<file path="src/pcs_pkg.sv">
package pcs_pkg;

   // ***********************************************************
   // bus and register map
   // ***********************************************************
   localparam int unsigned ADDR_W = 4;
   localparam int unsigned DATA_W = 32;
   localparam logic [3:0] OFS_CTRL = 4'h0;
   localparam logic [3:0] OFS_PHASE = 4'h4;
   localparam logic [3:0] OFS_STATUS = 4'h8;

   // ctrl register fields
   localparam int unsigned CTRL_START_BIT = 0;
   localparam int unsigned CTRL_DRIVE_BIT = 1;
   localparam int unsigned CTRL_LOCK_WAIT_BIT = 2;
   localparam int unsigned CTRL_MATCH_WAIT_BIT = 3;

   // phase register fields, three bits each
   localparam int unsigned PH_DONE_LSB = 0;
   localparam int unsigned PH_GTS_LSB = 4;
   localparam int unsigned PH_GWE_LSB = 8;
   localparam int unsigned PH_LOCK_LSB = 12;
   localparam int unsigned PH_MATCH_LSB = 16;

   // status register fields
   localparam int unsigned ST_PHASE_LSB = 0;
   localparam int unsigned ST_RUNNING_BIT = 3;
   localparam int unsigned ST_RELEASE_BIT = 4;
   localparam int unsigned ST_PIN_BIT = 5;
   localparam int unsigned ST_GWE_BIT = 6;
   localparam int unsigned ST_GTS_BIT = 7;
   localparam int unsigned ST_EOS_BIT = 8;
   localparam int unsigned ST_MATCH_BIT = 9;
   localparam int unsigned ST_LOCK_BIT = 10;
   localparam int unsigned ST_ORDER_BIT = 11;

   // ***********************************************************
   // phases and reset values
   // ***********************************************************
   localparam logic [2:0] PHASE_FIRST = 3'h0;
   localparam logic [2:0] PHASE_MIN_EVT = 3'h1;
   localparam logic [2:0] PHASE_MAX_EVT = 3'h6;
   localparam logic [2:0] PHASE_LAST = 3'h7;
   localparam logic [2:0] RST_DONE_PH = 3'h4;
   localparam logic [2:0] RST_GTS_PH = 3'h5;
   localparam logic [2:0] RST_GWE_PH = 3'h6;
   localparam logic [2:0] RST_LOCK_PH = 3'h1;
   localparam logic [2:0] RST_MATCH_PH = 3'h1;
   localparam logic RST_DRIVE = 1'b0;
   localparam logic RST_LOCK_WAIT = 1'b0;
   localparam logic RST_MATCH_WAIT = 1'b0;

   typedef enum logic [1:0] {
      PCS_IDLE = 2'h0,
      PCS_RUN = 2'h1,
      PCS_FINISH = 2'h3
   } pcs_state_t;

endpackage

</file>
<file path="src/pcs_event_flag.sv">
`timescale 1ns/10ps
// ***********************************************************
// sticky startup event flag, fired in its programmed phase
// ***********************************************************
module pcs_event_flag #(
   parameter logic INIT = 1'b0
) (
   input wire logic clock_i, // configuration clock
   input wire logic rst_n_i, // async reset, active low
   input wire logic clear_i, // back to INIT, new sequence
   input wire logic running_i, // sequencer is stepping
   input wire logic [2:0] phase_i, // current phase
   input wire logic [2:0] target_i, // programmed phase
   output logic flag_o // event state
);

   logic fire;

   assign fire = running_i && (phase_i == target_i);

   // fire wins over clear so an event is never lost
   always_ff @(posedge clock_i or negedge rst_n_i) begin
      if (!rst_n_i) begin
         flag_o <= INIT;
      end else if (fire) begin
         flag_o <= ~INIT;
      end else if (clear_i) begin
         flag_o <= INIT;
      end
   end

endmodule

</file>
<file path="src/pcs_startup.sv">
// The address map and the Avalon-MM slave port were decided locally.
`timescale 1ns/10ps
// Functional notes
// - startup begins only on start command with configuration frames loaded
// - sequencer walks eight phases, zero through seven
// - optional hold in a chosen phase 1-6 until all clock managers lock
// - optional hold in a chosen phase 1-6 until all impedance controllers match
// - phases of write enable, tristate, pin release and waits are programmable
// - end of startup always asserted in phase seven
// - defaults: release pin 4, tristate off 5, write enable 6, end 7
// - after releasing the completion pin, no advance until pin reads high
// - completion pin is open drain by default, release means high-impedance
// - an option turns on an active driver for the completion pin
// - internal release status is kept, may differ from pin level
// - write enable low keeps all synchronous elements frozen
// - tristate asserted disables all user io drivers
// - end of startup is readable in the status register
// - matched status true only when every impedance controller matched
// - waits should come before pin release, tristate removal and write enable
module pcs_startup #(
   parameter int unsigned NUM_CLK_MGR = 1,
   parameter int unsigned NUM_IMP_CTL = 1
) (
   input wire logic clock_i, // configuration clock, 250 MHz
   input wire logic rst_n_i, // async reset, active low
   input wire logic [pcs_pkg::ADDR_W-1:0] avs_address_i, // byte address
   input wire logic avs_read_i, // read request
   input wire logic avs_write_i, // write request
   input wire logic [pcs_pkg::DATA_W-1:0] avs_writedata_i, // write data
   input wire logic [3:0] avs_byteenable_i, // write byte lanes
   output logic [pcs_pkg::DATA_W-1:0] avs_readdata_o, // read data
   output logic avs_waitrequest_o, // high until answer
   input wire logic frames_loaded_i, // configuration frames loaded
   input wire logic [NUM_CLK_MGR-1:0] clock_manager_lock_i, // per-manager lock
   input wire logic [NUM_IMP_CTL-1:0] impedance_controller_match_i, // per-ctl match
   input wire logic done_i, // sensed completion pin level
   output logic done_o, // completion pin drive value
   output logic done_oe_o, // completion pin output enable
   output logic global_write_enable_o, // high lets user state change
   output logic global_io_tristate_o, // high disables user io
   output logic end_of_startup_o // startup complete
);

   // ***********************************************************
   // register bus slave
   // ***********************************************************
   logic wait_r;
   logic [pcs_pkg::DATA_W-1:0] rdata_r;
   logic req;
   logic acc;
   logic wr_acc;
   logic [pcs_pkg::DATA_W-1:0] status_word;
   logic [pcs_pkg::DATA_W-1:0] ctrl_word;
   logic [pcs_pkg::DATA_W-1:0] phase_word;
   logic [pcs_pkg::DATA_W-1:0] rd_mux;
   logic [pcs_pkg::DATA_W-1:0] wr_merged;

   assign req = avs_read_i || avs_write_i;
   // the access completes in the cycle in which waitrequest is low
   assign acc = req && !wait_r;
   assign wr_acc = acc && avs_write_i;

   function automatic logic [pcs_pkg::DATA_W-1:0] be_merge(
      input logic [pcs_pkg::DATA_W-1:0] old_v,
      input logic [pcs_pkg::DATA_W-1:0] new_v,
      input logic [3:0] be
   );
      logic [pcs_pkg::DATA_W-1:0] res;
      res = old_v;
      for (int i = 0; i < 4; i++) begin
         if (be[i]) begin
            res[i*8 +: 8] = new_v[i*8 +: 8];
         end
      end
      return res;
   endfunction

   // phase fields outside 1..6 are pulled into range, 0 and 7 are fixed
   function automatic logic [2:0] clamp_phase(input logic [2:0] p);
      logic [2:0] res;
      res = p;
      if (p < pcs_pkg::PHASE_MIN_EVT) begin
         res = pcs_pkg::PHASE_MIN_EVT;
      end else if (p > pcs_pkg::PHASE_MAX_EVT) begin
         res = pcs_pkg::PHASE_MAX_EVT;
      end
      return res;
   endfunction

   always_ff @(posedge clock_i or negedge rst_n_i) begin
      if (!rst_n_i) begin
         wait_r <= 1'b1;
      end else begin
         wait_r <= !(req && wait_r);
      end
   end

   always_ff @(posedge clock_i or negedge rst_n_i) begin
      if (!rst_n_i) begin
         rdata_r <= '0;
      end else if (avs_read_i && wait_r) begin
         rdata_r <= rd_mux;
      end
   end

   assign avs_waitrequest_o = wait_r;
   assign avs_readdata_o = rdata_r;

   // ***********************************************************
   // configuration registers
   // ***********************************************************
   logic drive_r;
   logic lock_wait_r;
   logic match_wait_r;
   logic [2:0] done_ph_r;
   logic [2:0] gts_ph_r;
   logic [2:0] gwe_ph_r;
   logic [2:0] lock_ph_r;
   logic [2:0] match_ph_r;
   logic start_cmd;
   logic running;

   assign ctrl_word = {28'h0, match_wait_r, lock_wait_r, drive_r, 1'b0};
   assign phase_word = {13'h0, match_ph_r, 1'b0, lock_ph_r, 1'b0, gwe_ph_r,
                        1'b0, gts_ph_r, 1'b0, done_ph_r};

   always_comb begin
      wr_merged = '0;
      if (avs_address_i == pcs_pkg::OFS_CTRL) begin
         wr_merged = be_merge(ctrl_word, avs_writedata_i, avs_byteenable_i);
      end else if (avs_address_i == pcs_pkg::OFS_PHASE) begin
         wr_merged = be_merge(phase_word, avs_writedata_i, avs_byteenable_i);
      end
   end

   assign start_cmd = wr_acc && (avs_address_i == pcs_pkg::OFS_CTRL) &&
                      wr_merged[pcs_pkg::CTRL_START_BIT];

   // options are frozen while the sequencer runs so a phase never moves under it
   always_ff @(posedge clock_i or negedge rst_n_i) begin
      if (!rst_n_i) begin
         drive_r <= pcs_pkg::RST_DRIVE;
         lock_wait_r <= pcs_pkg::RST_LOCK_WAIT;
         match_wait_r <= pcs_pkg::RST_MATCH_WAIT;
      end else if (wr_acc && (avs_address_i == pcs_pkg::OFS_CTRL) && !running) begin
         drive_r <= wr_merged[pcs_pkg::CTRL_DRIVE_BIT];
         lock_wait_r <= wr_merged[pcs_pkg::CTRL_LOCK_WAIT_BIT];
         match_wait_r <= wr_merged[pcs_pkg::CTRL_MATCH_WAIT_BIT];
      end
   end

   always_ff @(posedge clock_i or negedge rst_n_i) begin
      if (!rst_n_i) begin
         done_ph_r <= pcs_pkg::RST_DONE_PH;
         gts_ph_r <= pcs_pkg::RST_GTS_PH;
         gwe_ph_r <= pcs_pkg::RST_GWE_PH;
         lock_ph_r <= pcs_pkg::RST_LOCK_PH;
         match_ph_r <= pcs_pkg::RST_MATCH_PH;
      end else if (wr_acc && (avs_address_i == pcs_pkg::OFS_PHASE) && !running) begin
         done_ph_r <= clamp_phase(wr_merged[pcs_pkg::PH_DONE_LSB +: 3]);
         gts_ph_r <= clamp_phase(wr_merged[pcs_pkg::PH_GTS_LSB +: 3]);
         gwe_ph_r <= clamp_phase(wr_merged[pcs_pkg::PH_GWE_LSB +: 3]);
         lock_ph_r <= clamp_phase(wr_merged[pcs_pkg::PH_LOCK_LSB +: 3]);
         match_ph_r <= clamp_phase(wr_merged[pcs_pkg::PH_MATCH_LSB +: 3]);
      end
   end

   // ***********************************************************
   // lock and match status
   // ***********************************************************
   logic all_locked;
   logic impedance_matched;
   logic clock_managers_locked;
   logic order_warn;

   assign all_locked = &clock_manager_lock_i;
   assign impedance_matched = &impedance_controller_match_i;
   // lock only shows the real managers when the wait is in use
   assign clock_managers_locked = lock_wait_r ? all_locked : 1'b1;

   // flags a wait placed at or after a visible event; user io could run unlocked
   always_comb begin
      order_warn = 1'b0;
      if (lock_wait_r && ((lock_ph_r >= done_ph_r) || (lock_ph_r >= gts_ph_r) ||
                          (lock_ph_r >= gwe_ph_r))) begin
         order_warn = 1'b1;
      end
      if (match_wait_r && ((match_ph_r >= done_ph_r) || (match_ph_r >= gts_ph_r) ||
                           (match_ph_r >= gwe_ph_r))) begin
         order_warn = 1'b1;
      end
   end

   // ***********************************************************
   // phase sequencer
   // ***********************************************************
   pcs_pkg::pcs_state_t state_r;
   logic [2:0] phase_r;
   logic hold_lock;
   logic hold_match;
   logic hold_done;
   logic release_done;
   logic eos_r;

   assign running = (state_r == pcs_pkg::PCS_RUN);
   assign hold_lock = lock_wait_r && (phase_r == lock_ph_r) && !all_locked;
   assign hold_match = match_wait_r && (phase_r == match_ph_r) && !impedance_matched;
   // other devices holding the pin low stall this phase too
   assign hold_done = (phase_r == done_ph_r) && !(release_done && done_i);

   always_ff @(posedge clock_i or negedge rst_n_i) begin
      if (!rst_n_i) begin
         state_r <= pcs_pkg::PCS_IDLE;
      end else begin
         unique case (state_r)
            pcs_pkg::PCS_IDLE: begin
               if (start_cmd && frames_loaded_i) begin
                  state_r <= pcs_pkg::PCS_RUN;
               end
            end
            pcs_pkg::PCS_RUN: begin
               if (phase_r == pcs_pkg::PHASE_LAST) begin
                  state_r <= pcs_pkg::PCS_FINISH;
               end
            end
            pcs_pkg::PCS_FINISH: begin
               state_r <= pcs_pkg::PCS_FINISH;
            end
            default: begin
               state_r <= pcs_pkg::PCS_IDLE;
            end
         endcase
      end
   end

   always_ff @(posedge clock_i or negedge rst_n_i) begin
      if (!rst_n_i) begin
         phase_r <= pcs_pkg::PHASE_FIRST;
      end else if (running && (phase_r != pcs_pkg::PHASE_LAST) &&
                   !hold_lock && !hold_match && !hold_done) begin
         phase_r <= phase_r + 3'h1;
      end
   end

   always_ff @(posedge clock_i or negedge rst_n_i) begin
      if (!rst_n_i) begin
         eos_r <= 1'b0;
      end else if (running && (phase_r == pcs_pkg::PHASE_LAST)) begin
         eos_r <= 1'b1;
      end
   end

   assign end_of_startup_o = eos_r;

   // ***********************************************************
   // startup events
   // ***********************************************************
   pcs_event_flag #(
      .INIT(1'b0)
   ) u_release (
      .clock_i(clock_i),
      .rst_n_i(rst_n_i),
      .clear_i(start_cmd),
      .running_i(running),
      .phase_i(phase_r),
      .target_i(done_ph_r),
      .flag_o(release_done)
   );

   pcs_event_flag #(
      .INIT(1'b1)
   ) u_tristate (
      .clock_i(clock_i),
      .rst_n_i(rst_n_i),
      .clear_i(start_cmd),
      .running_i(running),
      .phase_i(phase_r),
      .target_i(gts_ph_r),
      .flag_o(global_io_tristate_o)
   );

   pcs_event_flag #(
      .INIT(1'b0)
   ) u_write_enable (
      .clock_i(clock_i),
      .rst_n_i(rst_n_i),
      .clear_i(start_cmd),
      .running_i(running),
      .phase_i(phase_r),
      .target_i(gwe_ph_r),
      .flag_o(global_write_enable_o)
   );

   // ***********************************************************
   // completion pin
   // ***********************************************************
   logic done_oe_r;
   logic done_out_r;

   always_ff @(posedge clock_i or negedge rst_n_i) begin
      if (!rst_n_i) begin
         done_oe_r <= 1'b1;
         done_out_r <= 1'b0;
      end else if (drive_r) begin
         done_oe_r <= 1'b1;
         done_out_r <= release_done;
      end else begin
         done_oe_r <= !release_done;
         done_out_r <= 1'b0;
      end
   end

   assign done_o = done_out_r;
   assign done_oe_o = done_oe_r;

   // ***********************************************************
   // status word
   // ***********************************************************
   always_comb begin
      status_word = '0;
      status_word[pcs_pkg::ST_PHASE_LSB +: 3] = phase_r;
      status_word[pcs_pkg::ST_RUNNING_BIT] = running;
      status_word[pcs_pkg::ST_RELEASE_BIT] = release_done;
      status_word[pcs_pkg::ST_PIN_BIT] = done_i;
      status_word[pcs_pkg::ST_GWE_BIT] = global_write_enable_o;
      status_word[pcs_pkg::ST_GTS_BIT] = global_io_tristate_o;
      status_word[pcs_pkg::ST_EOS_BIT] = eos_r;
      status_word[pcs_pkg::ST_MATCH_BIT] = impedance_matched;
      status_word[pcs_pkg::ST_LOCK_BIT] = clock_managers_locked;
      status_word[pcs_pkg::ST_ORDER_BIT] = order_warn;
   end

   // unmapped offsets answer with zero
   always_comb begin
      rd_mux = '0;
      if (avs_address_i == pcs_pkg::OFS_CTRL) begin
         rd_mux = ctrl_word;
      end else if (avs_address_i == pcs_pkg::OFS_PHASE) begin
         rd_mux = phase_word;
      end else if (avs_address_i == pcs_pkg::OFS_STATUS) begin
         rd_mux = status_word;
      end
   end

   // ***********************************************************
   // checks
   // ***********************************************************
   a_start_needs_frames: assert property (
      @(posedge clock_i) disable iff (!rst_n_i)
      $rose(running) |-> $past(frames_loaded_i) && $past(start_cmd))
      else $error("sequencer started without loaded frames and command");

   a_one_phase_step: assert property (
      @(posedge clock_i) disable iff (!rst_n_i)
      running |=> (phase_r == $past(phase_r)) || (phase_r == $past(phase_r) + 3'h1))
      else $error("phase moved by more than one step");

   a_lock_wait_hold: assert property (
      @(posedge clock_i) disable iff (!rst_n_i)
      (running && lock_wait_r && phase_r == lock_ph_r && !all_locked) |=> $stable(phase_r))
      else $error("phase advanced before clock managers locked");

   a_match_wait_hold: assert property (
      @(posedge clock_i) disable iff (!rst_n_i)
      (running && match_wait_r && phase_r == match_ph_r && !impedance_matched)
      |=> $stable(phase_r))
      else $error("phase advanced before impedance match");

   a_pin_high_hold: assert property (
      @(posedge clock_i) disable iff (!rst_n_i)
      (running && phase_r == done_ph_r && !done_i) |=> $stable(phase_r))
      else $error("phase advanced while completion pin low");

   a_eos_last_phase: assert property (
      @(posedge clock_i) disable iff (!rst_n_i)
      $rose(end_of_startup_o) |-> $past(phase_r) == pcs_pkg::PHASE_LAST
      ##1 end_of_startup_o [*3])
      else $error("end of startup outside last phase");

   a_gwe_in_phase: assert property (
      @(posedge clock_i) disable iff (!rst_n_i)
      $rose(global_write_enable_o) |-> $past(phase_r) == $past(gwe_ph_r))
      else $error("write enable asserted in wrong phase");

   a_gts_in_phase: assert property (
      @(posedge clock_i) disable iff (!rst_n_i)
      $fell(global_io_tristate_o) |-> $past(phase_r) == $past(gts_ph_r))
      else $error("tristate removed in wrong phase");

   a_open_drain_pin: assert property (
      @(posedge clock_i) disable iff (!rst_n_i)
      (!drive_r && $stable(drive_r) && $stable(release_done))
      |-> !done_o && (done_oe_o == !release_done))
      else $error("open drain pin driven high or not released");

   a_active_pin: assert property (
      @(posedge clock_i) disable iff (!rst_n_i)
      (drive_r && $stable(drive_r) && $stable(release_done))
      |-> done_oe_o && (done_o == release_done))
      else $error("active pin driver wrong");

   a_lock_status: assert property (
      @(posedge clock_i) disable iff (!rst_n_i)
      !lock_wait_r |-> status_word[pcs_pkg::ST_LOCK_BIT])
      else $error("lock status low without lock wait");

endmodule

</file>
<file path="config.mk">
export PLATFORM = sky130hd
export DESIGN_NAME = pcs_startup
export DESIGN_NICKNAME = d
export VERILOG_FILES = /design/src/pcs_pkg.sv /design/src/pcs_event_flag.sv /design/src/pcs_startup.sv
export SDC_FILE = /design/constraint.sdc
export NUM_CORES = 1
export LEC_CHECK = 0
export BUFFER_PORTS_ARGS = -buffer_cell sky130_fd_sc_hd__buf_2
export CELL_PAD_IN_SITES_DETAIL_PLACEMENT = 1
export CELL_PAD_IN_SITES_GLOBAL_PLACEMENT = 1
export CORE_ASPECT_RATIO = 0.9
export CORE_UTILIZATION = 25
export DETAILED_ROUTE_END_ITERATION = 10
export PLACE_DENSITY_LB_ADDON = 0.2
export SKIP_CTS_REPAIR_TIMING = 1
export SLEW_MARGIN = 5
export SYNTH_ARGS = -nofsm -noshare
export SYNTH_HDL_FRONTEND = slang
export SYNTH_HIERARCHICAL = 1
export SYNTH_SLANG_ARGS = --single-unit
</file>
<file path="constraint.sdc">
create_clock -name clock_i -period 6.3 [get_ports clock_i]
set_clock_uncertainty 0.15 [all_clocks]
set_input_delay 0.63 -clock clock_i [delete_from_list [all_inputs] [get_ports clock_i]]
set_output_delay 0.63 -clock clock_i [all_outputs]
set_load 0.02 [all_outputs]
</file>
==> results summary, run 1 <==
The setup TNS came out at 0 ns. The number of H-tree levels is 2. The wire length reported by the detailed router is 8.68 mm. The number of design-rule violations left by the first detailed-router iteration is 82.

In this run, synthesis produced a sequential element count of 48. The number of antenna violations at the first check in global routing is 0. The largest net degree at the start of global routing is 49.

The top cell types in the final layout, fill and taps aside, are 54 x sky130_fd_sc_hd__buf_2, 48 x sky130_fd_sc_hd__nand2_1, 38 x sky130_fd_sc_hd__dfrtp_1. The max-capacitance violation count is 0. The power per cell area came out at 304 mW/mm². Setup violations remaining at the end of the flow were counted as 0. The cell count after synthesis is 319. The total count of hold-check failures in the final report came out at 0. The detailed-route DRC error count came out at 0. The count of filler cells inserted in the layout is 1,357.

During I/O placement, the number of pins put on the boundary was 86. By area the synthesized netlist is led by sky130_fd_sc_hd__dfrtp_1 32%, sky130_fd_sc_hd__dfstp_2 8.8%, sky130_fd_sc_hd__ha_1 8.4%. The final clock period utilization by the worst path came out at 0.398. The antenna diode instance count came out at 0. Of the synthesized area, sequential elements account for 0.406.

The remaining antenna violation count is 0. Clock tree synthesis inserted a total of 5 buffers. The relative contribution of the clock network to total power came out at 0.302. After clock tree synthesis, the clock-pin slew on the worst setup and hold paths is 0.06 ns. The combined global-route utilization of all metal layers came out at 0.153. In this run the horizontal extent of the chip is roughly 120 µm. The power share of the sequential group is 0.424. Of the total power, the share spent switching nets is 0.342. The sequential cell area came out at 0.00121 mm². After the last flow step, the layout net total stands at between 400 and 500.

The slew at the pin closest to its max-slew limit came out at 0.799 ns. The type of the worst min-delay path is in2async. The start-to-end type of the worst setup path is in2reg. In this run the standard cell core region covers roughly 0.012 mm².

The number of global-route vias before repair came out at 2,643. The depth of the worst register-to-register path came out at 6. The maximum net fanout on the critical path came out at 16. After synthesis the cells add up to 0.00299 mm². At the worst endpoint, the arrival time is 2.53 ns. The via total after detailed routing came out at approximately 2,500. The number of enable flip-flop cells after synthesis is 0.

The maximum buffer depth of the clock tree came out at 2. The height of the chip is 106 µm. The minimum clock period after layout came out at 2.50 ns. The worst setup path is launched from a primary input. The remaining global-route overflow came out at 0. The vias per cell came out at 4.66.

The first global-routing pass estimated 14.2 mm of wire. Leaving out fill and tap cells, the most frequent cell in the layout is sky130_fd_sc_hd__buf_2. The critical path's largest stage delay is around 0.63 ns.

The total net switching power is ~370 µW. The cell at the slowest stage of the critical path is sky130_fd_sc_hd__or4b_1. The analysis attributes to cell leakage a power of 1.69 nW. The fraction of synthesis flops using an asynchronous set or reset pin came out at 1.00. In the final layout, the multi-input gates occupy 0.00161 mm².

The standard-cell row count is 37. Before antenna repair, the detailed router went through 4 iterations. The last weighted congestion value of the routability-driven placer is 0.804. After detailed routing, the average wire length per cell comes to 16.5 µm. Setup repair after global routing left no endpoint under its margin. Walking the worst path, the cells encountered are buf_2, or4b_1, nor3_4, nand2_1, mux2_2. The HPWL after detailed placement is 6.51 mm. Timing would allow up to between 300 and 400 MHz. The count of cell types in the netlist is 51. The share of synthesized area in the top cell type comes to 0.318. The initial core utilization is 0.259. Relative to the synthesized area, the layout overhead comes to 19.1%. Across all hold checks on the routed design, the worst slack comes to 0.295 ns.

The worst setup path is captured at a flip-flop. The worst IR drop on VDD came out at about 0.095 mV. The required time of the critical path came out at 6.32 ns. TritonCTS built the clock tree. The most area-hungry cell type in the Yosys netlist is sky130_fd_sc_hd__dfrtp_1. CTS saw 48 sinks. The max-slew violation total from the final report is 0. Of the cells placed in the final design, the portion with a size suffix greater than 1 is 0.237.

For the worst-skew pair, the clock arrives at the later sink with an insertion delay of 0.29 ns. The average instance area after synthesis came out at 9.37 µm². The flow ran to the end, and the final reports show no timing, DRC or antenna violations. The area of the die is 0.0124 mm². The internal power is 711 µW.

The most used flip-flop cell after synthesis is sky130_fd_sc_hd__dfrtp_1. Port buffering added between 50 and 60 buffers. The share of power burned in combinational logic is 0.275. The headroom to the max-slew limit is 0.466. In this run the clock root is driven by a sky130_fd_sc_hd__clkbuf_16. The synthesis warning total came out at 6.
path summary, 6_finish.rpt:
| kind | end | start | slack [ns] |
|---|---|---|---|
| worst max-delay path | lock_ph_r[2] | avs_address_i[2] | 3.80 |
| worst min-delay path | drive_r | rst_n_i | 0.29 |
| worst max register to register | avs_readdata_o[11] | match_ph_r[0] | 3.87 |
| worst min register to register | avs_readdata_o[7] | avs_readdata_o[7] | 0.33 |
| max in group asynchronous | avs_readdata_o[11] | rst_n_i | 5.28 |
| min in group clock_i | avs_readdata_o[7] | avs_readdata_o[7] | 0.33 |
critical path, delay by kind of cell:
| kind | cells | cell delay, ns |
|---|---|---|
| multiplexers | 1 | 0.30 |
| AND/OR/NAND/NOR | 3 | 1.30 |
| buffers and inverters | 1 | 0.29 |
cells in the mapped netlist, drive strengths merged (4+ instances only):
| library cell | number |
|---|---|
| nor3 | 6 |
| nor4 | 4 |
| dfstp | 10 |
| ha | 20 |
| mux2 | 7 |
| o21ai | 25 |
| a22oi | 8 |
| nand3 | 7 |
| and2 | 5 |
| dfrtp | 38 |
| nor2b | 5 |
| nand2b | 9 |
| nand2 | 48 |
| xor2 | 9 |
| a21oi | 8 |
| xnor2 | 10 |
| inv | 16 |
| nor2 | 11 |
| clkbuf | 8 |
| buf | 19 |
power groups by stage:
| stage | Combinational, mW | Sequential (mW) | Clock [mW] |
|---|---|---|---|
| after floorplan | 0.205 | 0.448 | 0 |
| after global placement | 0.288 | 0.464 | 0 |
| after detailed placement | 0.297 | 0.464 | 0 |
| after CTS | 0.302 | 0.458 | 0.334 |
| after global routing | 0.341 | 0.467 | 0.349 |
| final | 0.297 | 0.458 | 0.326 |
registers in the layout, summed over array words and instances (netlist names):
register,cells
avs_waitrequest_o,1
lock_wait_r,1
done_o,1
match_ph_r,3
done_oe_o,1
u_tristate/flag_o,1
done_ph_r,3
u_release/flag_o,1
drive_r,1
lock_ph_r,3
match_wait_r,1
state_r,2
phase_r,3
avs_readdata_o,18
end_of_startup_o,1
gts_ph_r,3
gwe_ph_r,3
u_write_enable/flag_o,1
metrics by stage:
step / power, mW / util / instances / setup slack (ns) / cell area [µm²]
floorplan: 0.653 / - / 332 / 4.16 / 3040
global placement: 0.752 / 0.293 / 519 / 3.46 / 3380
detailed placement: 0.761 / 0.293 / 519 / 3.46 / 3380
CTS: 1.09 / 0.309 / 527 / 3.76 / 3560
global route: 1.16 / 0.309 / 527 / 3.65 / 3560
finish: 1.08 / 0.309 / 527 / 3.80 / 3560
logic make-up (layout without fill, tap and decap cells):
logic type      Yosys count  after routing  share of synthesized area
fa+ha+maj                22             22                     0.0904
compound gates           73             73                      0.166
mux                       9              9                     0.0331
xor+xnor                 19             19                     0.0557
simple gates            104            104                      0.173
flops                    48             48                      0.406
buf+inv                  43             82                     0.0745
other cells               1             14                    0.00125
routing by layer:
layer,GRT usage,wire (µm),vias to the layer above
met5,0,0,-
met4,0.0298,82,0
met3,0.0247,249,8
met2,0.253,4090,43
met1,0.209,4260,1205
li1,-,-,1199
layout make-up:
class,instances,area share
timing repair buffer,58,0.0844
inverter,16,0.0169
tap,156,0.0548
clock inverter,1,0.00844
clock buffer,7,0.0429
multi-input combinational,241,0.452
sequential,48,0.341
Power figures use the tool's default switching activity.
==> run 2, diff against run 1 <==
clock period = 2.45 ns   (was 6.3 ns; I/O delays follow)
==> run 2 against run 1 <==
Sequential power is 140% higher. Flip-flop and latch count stayed put. Worst hold slack worse by 0.25 ns. Total power grew to 2.5 times the previous value. Critical path depth is 2 higher. Die area stayed put. First-iteration DRC count is 70% higher. Core utilization is 0.92 points higher.
==> results summary, run 2 (synthesis results as in run 1) <==
The power per cell area came out at 742 mW/mm² (was 304 mW/mm²). The required time of the critical path is 2.46 ns (was 6.32 ns). The final standard cell area without fillers is 0.00367 mm² (was 0.00356 mm²). The worst IR drop on VDD is 0.234 mV (was 0.0947 mV). The remaining global-route overflow came to 0 (unchanged).

The clock transition time at the flip-flop clock pins of the worst setup and hold paths is 0.07 ns (was 0.06 ns). The area of the die came out at 0.0124 mm² (unchanged). The leakage power of the design was 1.75 nW (was 1.69 nW). The smallest clock period supported by the final layout is computed as 2.30 ns.

The last weighted congestion value of the routability-driven placer was 0.833 (was 0.804). Status: finished clean (unchanged). The die span in x came to 117 µm (unchanged).

The number of design-rule violations left by the first detailed-router iteration was 139 (was 82). The combined global-route utilization of all metal layers is 0.159 (was 0.153). The initial core utilization came to 0.259 (unchanged). The arrival time of the worst setup path is 2.31 ns (was 2.53 ns). The power share of the sequential group is 0.409 (was 0.424). The maximum buffer depth of the clock tree came to 2 (unchanged). The largest net degree at the start of global routing is 27 (was 49). The startpoint of the most critical setup path is match_ph_r[0] (was avs_address_i[2]). The total net switching power is 1.00 mW (was 370 µW). The start-to-end type of the worst setup path is reg2reg (was in2reg).

The setup TNS came out at 0 ns (unchanged). The remaining antenna violation count came out at 0 (unchanged). The total count of hold-check failures in the final report came to 0 (unchanged). The kind of capture point of the worst setup path is a flip-flop (unchanged).

The slew at the pin closest to its max-slew limit is 0.600 ns (was 0.799 ns). The fraction of final layout cells with drive strength greater than 1 is 0.261 (was 0.237). The fraction of power spent switching nets is 0.368 (was 0.342). The number of setup violations in the final report is 0 (unchanged). The height of the chip is 106 µm (unchanged). The standard-cell row count came out at 37 (unchanged). The first-pass detailed-route iteration total is 4 (unchanged). The number of cells on the critical path is 7 (was 5).

The cell at the slowest stage of the critical path is sky130_fd_sc_hd__dfstp_2 (was sky130_fd_sc_hd__or4b_1). The number of H-tree levels is 2 (unchanged). The synthesis-to-layout area growth came out at 22.6% (was 19.1%). RSZ-0062 raised after global routing: no (unchanged).

The antenna diode instance count came out at 0 (unchanged). The max-slew violation total from the final report came to 0 (unchanged). The depth of the worst register-to-register path came out at 7 (was 6). Series of cell instances along the critical path: inv_1, ha_1, nand2b_1, a21o_1, a2111oi_0, buf_4, o221ai_1 (was buf_2, or4b_1, nor3_4, nand2_1, mux2_2). The placed instance area is 0.00349 mm² (was 0.00338 mm²). The relative contribution of the clock network to total power is 0.266 (was 0.302). The cell chosen for the clock root is sky130_fd_sc_hd__clkbuf_16 (unchanged). The internal reg-to-reg setup slack came out at 0.15 ns (was 3.87 ns). The maximum net fanout on the critical path came out at 4 (was 16). The core area came to 0.0115 mm² (unchanged). Most frequent cells in the layout: 54 x sky130_fd_sc_hd__buf_2, 48 x sky130_fd_sc_hd__nand2_1, 38 x sky130_fd_sc_hd__dfrtp_1 (unchanged). The number of antenna violations at the first check in global routing is 0 (unchanged). The total clock buffers created by CTS is 5 (unchanged). The critical path's largest stage delay is 0.59 ns (was 0.63 ns). The clock tree from TritonCTS was yes (unchanged).

The count of boundary I/O pins is 86 (unchanged). The number of global-route vias before repair came out at 2,558 (was 2,643). The detailed-route DRC error count came to 0 (unchanged). The wire length reported by the detailed router came out at 9.11 mm (was 8.68 mm). Static timing analysis puts the maximum clock frequency at 435 MHz.

The share of power burned in combinational logic was 0.325 (was 0.275). The final routed wire length divided by cell count is 16.8 µm (was 16.5 µm). The leading cell type in the layout, fill and taps excluded is sky130_fd_sc_hd__buf_2 (unchanged).

The cell family with the largest share of critical-path delay is compound AO/OA/AOI/OAI gates (was simple AND/OR/NAND/NOR gates). The number of sinks handled by clock tree synthesis came out at 48 (unchanged). The combined buffer and inverter count along the critical path came to 2 (was 1).

The startpoint class of the critical path is a flip-flop (was primary input). The final layout net count came out at 454 (was 438). The max-capacitance violation count is 0 (unchanged). The launching point of the worst reg2reg path is match_ph_r[0] (unchanged). The headroom to the max-slew limit is 0.600 (was 0.466).

The final clock period utilization by the worst path is 0.938. The endpoint of the most critical register-to-register path is avs_readdata_o[11] (unchanged). The type of the worst min-delay path was in2reg (was in2async). The vias per cell came out at 4.75 (was 4.66). The internal power is 1.72 mW (was 711 µW). The clock latency on the worst-skew pair came to 0.31 ns (was 0.29 ns). The count of input and output buffers came out at 54 (unchanged).

Counting instances, the worst hold path has a depth of 2. The post-route worst hold slack came to 0.0411 ns (was 0.295 ns). The first-pass GRT wire length is 14.5 mm (was 14.2 mm).

The via total after detailed routing is 2,580 (was 2,455). The HPWL reported at the end of detailed placement is 6.99 mm (was 6.51 mm). The flip-flop count of the largest register after layout is 18 (unchanged). The worst setup path endpoint was avs_readdata_o[11] (was lock_ph_r[2]).
run 2: area by class of cell:
class                   instances  area (µm²)
fillers                      1359        7860
repair buffers                 74         440
well taps                     156         195
inverters                      16        60.1
clock buffers                   5         125
flip-flops and latches         48        1210
multi-input cells             241        1610
clock inverters                 3        23.8
run 2: power by group through the flow:
stage / Combinational, mW / Clock, mW / Sequential [mW]
floorplan: 0.526 / 0 / 1.15
global route: 0.998 / 0.773 / 1.14
detailed placement: 0.890 / 0 / 1.13
global placement: 0.861 / 0 / 1.13
finish: 0.885 / 0.723 / 1.11
CTS: 0.896 / 0.739 / 1.12
run 2: through the flow:
stage | power, mW | utilization | setup WS, ns | cells
4_1_cts | 2.76 | 0.315 | 0.161 | 540
2_1_floorplan | 1.68 | - | 0.310 | 332
5_1_grt | 2.91 | 0.318 | 0.0503 | 543
3_3_place_gp | 1.99 | 0.303 | 0.191 | 532
6_report | 2.72 | 0.318 | 0.151 | 543
3_5_place_dp | 2.03 | 0.303 | 0.176 | 532
run 2: how the worst min path moves through the flow:
stage	startpoint	endpoint	slack, ns
after floorplan	rst_n_i	avs_readdata_o[0]	-0.20
after global placement	rst_n_i	done_o	0.14
after detailed placement	rst_n_i	done_o	0.14
after CTS	rst_n_i	match_ph_r[1]	-0.18
after global routing	avs_writedata_i[3]	match_wait_r	0.04
final	avs_writedata_i[18]	match_ph_r[2]	0.04
run 2: layer usage:
layer / vias up / part of all wire / GRT usage
met5: - / 0 / 0
met4: 0 / 0.013 / 0.0461
met3: 7 / 0.030 / 0.0236
met2: 46 / 0.48 / 0.260
met1: 1290 / 0.47 / 0.214
li1: 1237 / - / -
==> run 3, diff against run 2 <==
clock period = 2.4 ns   (was 2.45 ns; I/O delays follow)
==> run 3 against run 2 <==
Die area is the same. Clock-buffer cell count up 1. Via count decreased by 0.54%. Critical path depth unchanged. Non-clock buffer count grew 8. Sequential share of layout area decreased by 0.42 points. Cell count rose by 1.5%. First-iteration DRC count decreased by 12%. Total power increased by 2.9%. Clock power increased by 1%. Worst hold slack better by 0.0059 ns. Highest routed layer unchanged.
==> results summary, run 3 (synthesis results as in run 1) <==
Status: finished clean (unchanged). The remaining antenna violation count came out at 0 (unchanged). The number of sinks handled by clock tree synthesis came out at 48 (unchanged).

The fraction of final layout cells with drive strength greater than 1 was 0.276 (was 0.261). Series of cell instances along the critical path: inv_1, ha_1, a22oi_1, nand2_1, a2111oi_0, buf_4, o221ai_1 (was inv_1, ha_1, nand2b_1, a21o_1, a2111oi_0, buf_4, o221ai_1). The headroom to the max-slew limit came out at 0.604 (was 0.600). The combined buffer and inverter count along the critical path is 2 (unchanged).

The worst IR drop on VDD is 0.257 mV (was 0.234 mV). The number of global-route vias before repair is 2,639 (was 2,558). The number of antenna violations at the first check in global routing came out at 0 (unchanged). The die span in x came out at 117 µm (unchanged). The vias per cell came out at 4.66 (was 4.75). The start-to-end type of the worst setup path was reg2reg (unchanged). The depth of the worst register-to-register path was 7 (unchanged). The met2 routed wirelength came out at 4.20 mm (was 4.40 mm). The count of boundary I/O pins is 86 (unchanged). The remaining global-route overflow came out at 0 (unchanged). The met3 layer wire length in the routed design came out at 271 µm (was 272 µm).

The max-slew violation total from the final report is 0 (unchanged). The clock tree from TritonCTS is yes (unchanged). The standard-cell row count came to 37 (unchanged). The number of cells on the worst hold path came out at 2 (unchanged). The power per cell area came to 754 mW/mm² (was 742 mW/mm²). The max-capacitance violation count came out at 0 (unchanged). The cell family with the largest share of critical-path delay is compound AO/OA/AOI/OAI gates (unchanged). The leakage power of the design was 1.80 nW (was 1.75 nW).

The total count of hold-check failures in the final report is 0 (unchanged). The arrival time of the worst setup path came to 2.27 ns (was 2.31 ns). The cell chosen for the clock root is sky130_fd_sc_hd__clkbuf_16 (unchanged). The synthesis-to-layout area growth is 24.2% (was 22.6%). The leading cell type in the layout, fill and taps excluded is sky130_fd_sc_hd__buf_2 (unchanged).

RSZ-0062 raised after global routing: no (unchanged). The core area was 0.0115 mm² (unchanged). The post-route worst hold slack came to 0.0470 ns (was 0.0411 ns).

The HPWL reported at the end of detailed placement came out at 7.13 mm (was 6.99 mm). The antenna diode instance count came out at 0 (unchanged). The largest net degree at the start of global routing is 19 (was 27). The upper clock frequency limit is 440 MHz (was 435 MHz). The clock transition time at the flip-flop clock pins of the worst setup and hold paths is 0.07 ns (about the same). The combined global-route utilization of all metal layers came out at 0.155 (was 0.159). The final routed wire length divided by cell count came to 16.3 µm (was 16.8 µm). The slew at the pin closest to its max-slew limit came out at 0.592 ns (was 0.600 ns). The number of setup violations in the final report is 0 (unchanged). The height of the chip is 106 µm (unchanged).

The detailed-route DRC error count came out at 0 (unchanged). The final clock period utilization by the worst path came out at 0.946 (was 0.938). The required time of the critical path is 2.40 ns (was 2.46 ns). The first-pass detailed-route iteration total came to 4 (unchanged). The count of filler cells inserted in the layout came out at 1,355 (was 1,359).

The final layout net count came out at 462 (was 454). The setup TNS came out at 0 ns (unchanged). The number of design-rule violations left by the first detailed-router iteration is 123 (was 139). The clock latency on the worst-skew pair is 0.29 ns (was 0.31 ns).

The topmost layer with routed signal wires is met4 (unchanged). The critical path's largest stage delay came out at 0.53 ns (was 0.59 ns). The cell at the slowest stage of the critical path is sky130_fd_sc_hd__dfstp_2 (unchanged). The count of input and output buffers is 54 (unchanged).

The first-pass GRT wire length is 14.4 mm (was 14.5 mm). The last weighted congestion value of the routability-driven placer came out at 0.860 (was 0.833). The maximum buffer depth of the clock tree is 2 (unchanged). The wire length reported by the detailed router is 8.98 mm (was 9.11 mm). The total clock buffers created by CTS is 5 (unchanged).

The maximum net fanout on the critical path came to 3 (was 4). The area of the die came out at 0.0124 mm² (unchanged). The sum of routed wire segments on met1 came out at 4.43 mm (was 4.32 mm).

The number of cells on the critical path came to 7 (unchanged). The type of the worst min-delay path is in2reg (unchanged). The flip-flop count of the largest register after layout came to 18 (unchanged). The number of H-tree levels is 2 (unchanged).

The startpoint class of the critical path is a flip-flop (unchanged). The minimum clock period after layout is 2.27 ns (was 2.30 ns). Most frequent cells in the layout: 54 x sky130_fd_sc_hd__buf_2, 48 x sky130_fd_sc_hd__nand2_1, 38 x sky130_fd_sc_hd__dfrtp_1 (unchanged). The via total after detailed routing is 2,566 (was 2,580).

The initial core utilization was 0.259 (unchanged). The kind of capture point of the worst setup path is a flip-flop (unchanged).
-- run 3: layer usage --
metal  vias up  global-route usage
met2        55               0.252
li1       1244                   -
met5         -                   0
met3         8              0.0207
met1      1259               0.217
met4         0              0.0325
-- run 3: final timing paths --
kind,startpoint,slack [ns],endpoint
worst max-delay path,done_ph_r[2],0.13,avs_readdata_o[11]
worst min-delay path,frames_loaded_i,0.05,state_r[0]
worst max register to register,done_ph_r[2],0.13,avs_readdata_o[11]
worst min register to register,avs_readdata_o[5],0.33,avs_readdata_o[5]
max in group asynchronous,rst_n_i,1.19,avs_waitrequest_o
min in group asynchronous,rst_n_i,0.26,done_o
-- run 3: cell type report --
class	count	area, µm²	share of cell area
clock buffers	6	139	0.0374
clock inverters	2	10.0	0.00270
inverters	16	60.1	0.0162
multi-input cells	241	1610	0.433
flip-flops and latches	48	1210	0.327
well taps	156	195	0.0526
repair buffers	82	488	0.131
-- run 3: where the power goes --
group          internal (mW)  total [mW]  switching [mW]
Sequential             0.968        1.11           0.143
Combinational          0.424       0.958           0.534
Clock                  0.412       0.731           0.319
-- run 3: worst register-to-register path, cell delays in order, from the launching register on --
cell and delay [ns]:
sky130_fd_sc_hd__dfstp_2 0.53, sky130_fd_sc_hd__inv_1 0.07, sky130_fd_sc_hd__ha_1 0.31, sky130_fd_sc_hd__a22oi_1 0.21
sky130_fd_sc_hd__nand2_1 0.07, sky130_fd_sc_hd__a2111oi_0 0.48, sky130_fd_sc_hd__buf_4 0.19, sky130_fd_sc_hd__o221ai_1 0.11
-- run 3: per-stage QoR --
step / utilization / setup slack, ns / total power, mW / instance area, µm² / std cells
final: 0.322 / 0.129 / 2.80 / 3710 / 551
after global routing: 0.322 / 0.0713 / 3.00 / 3710 / 551
after detailed placement: 0.307 / 0.181 / 2.09 / 3530 / 540
after CTS: 0.320 / 0.159 / 2.83 / 3680 / 548
after global placement: 0.307 / 0.224 / 2.06 / 3530 / 540
after floorplan: - / 0.260 / 1.71 / 3040 / 332
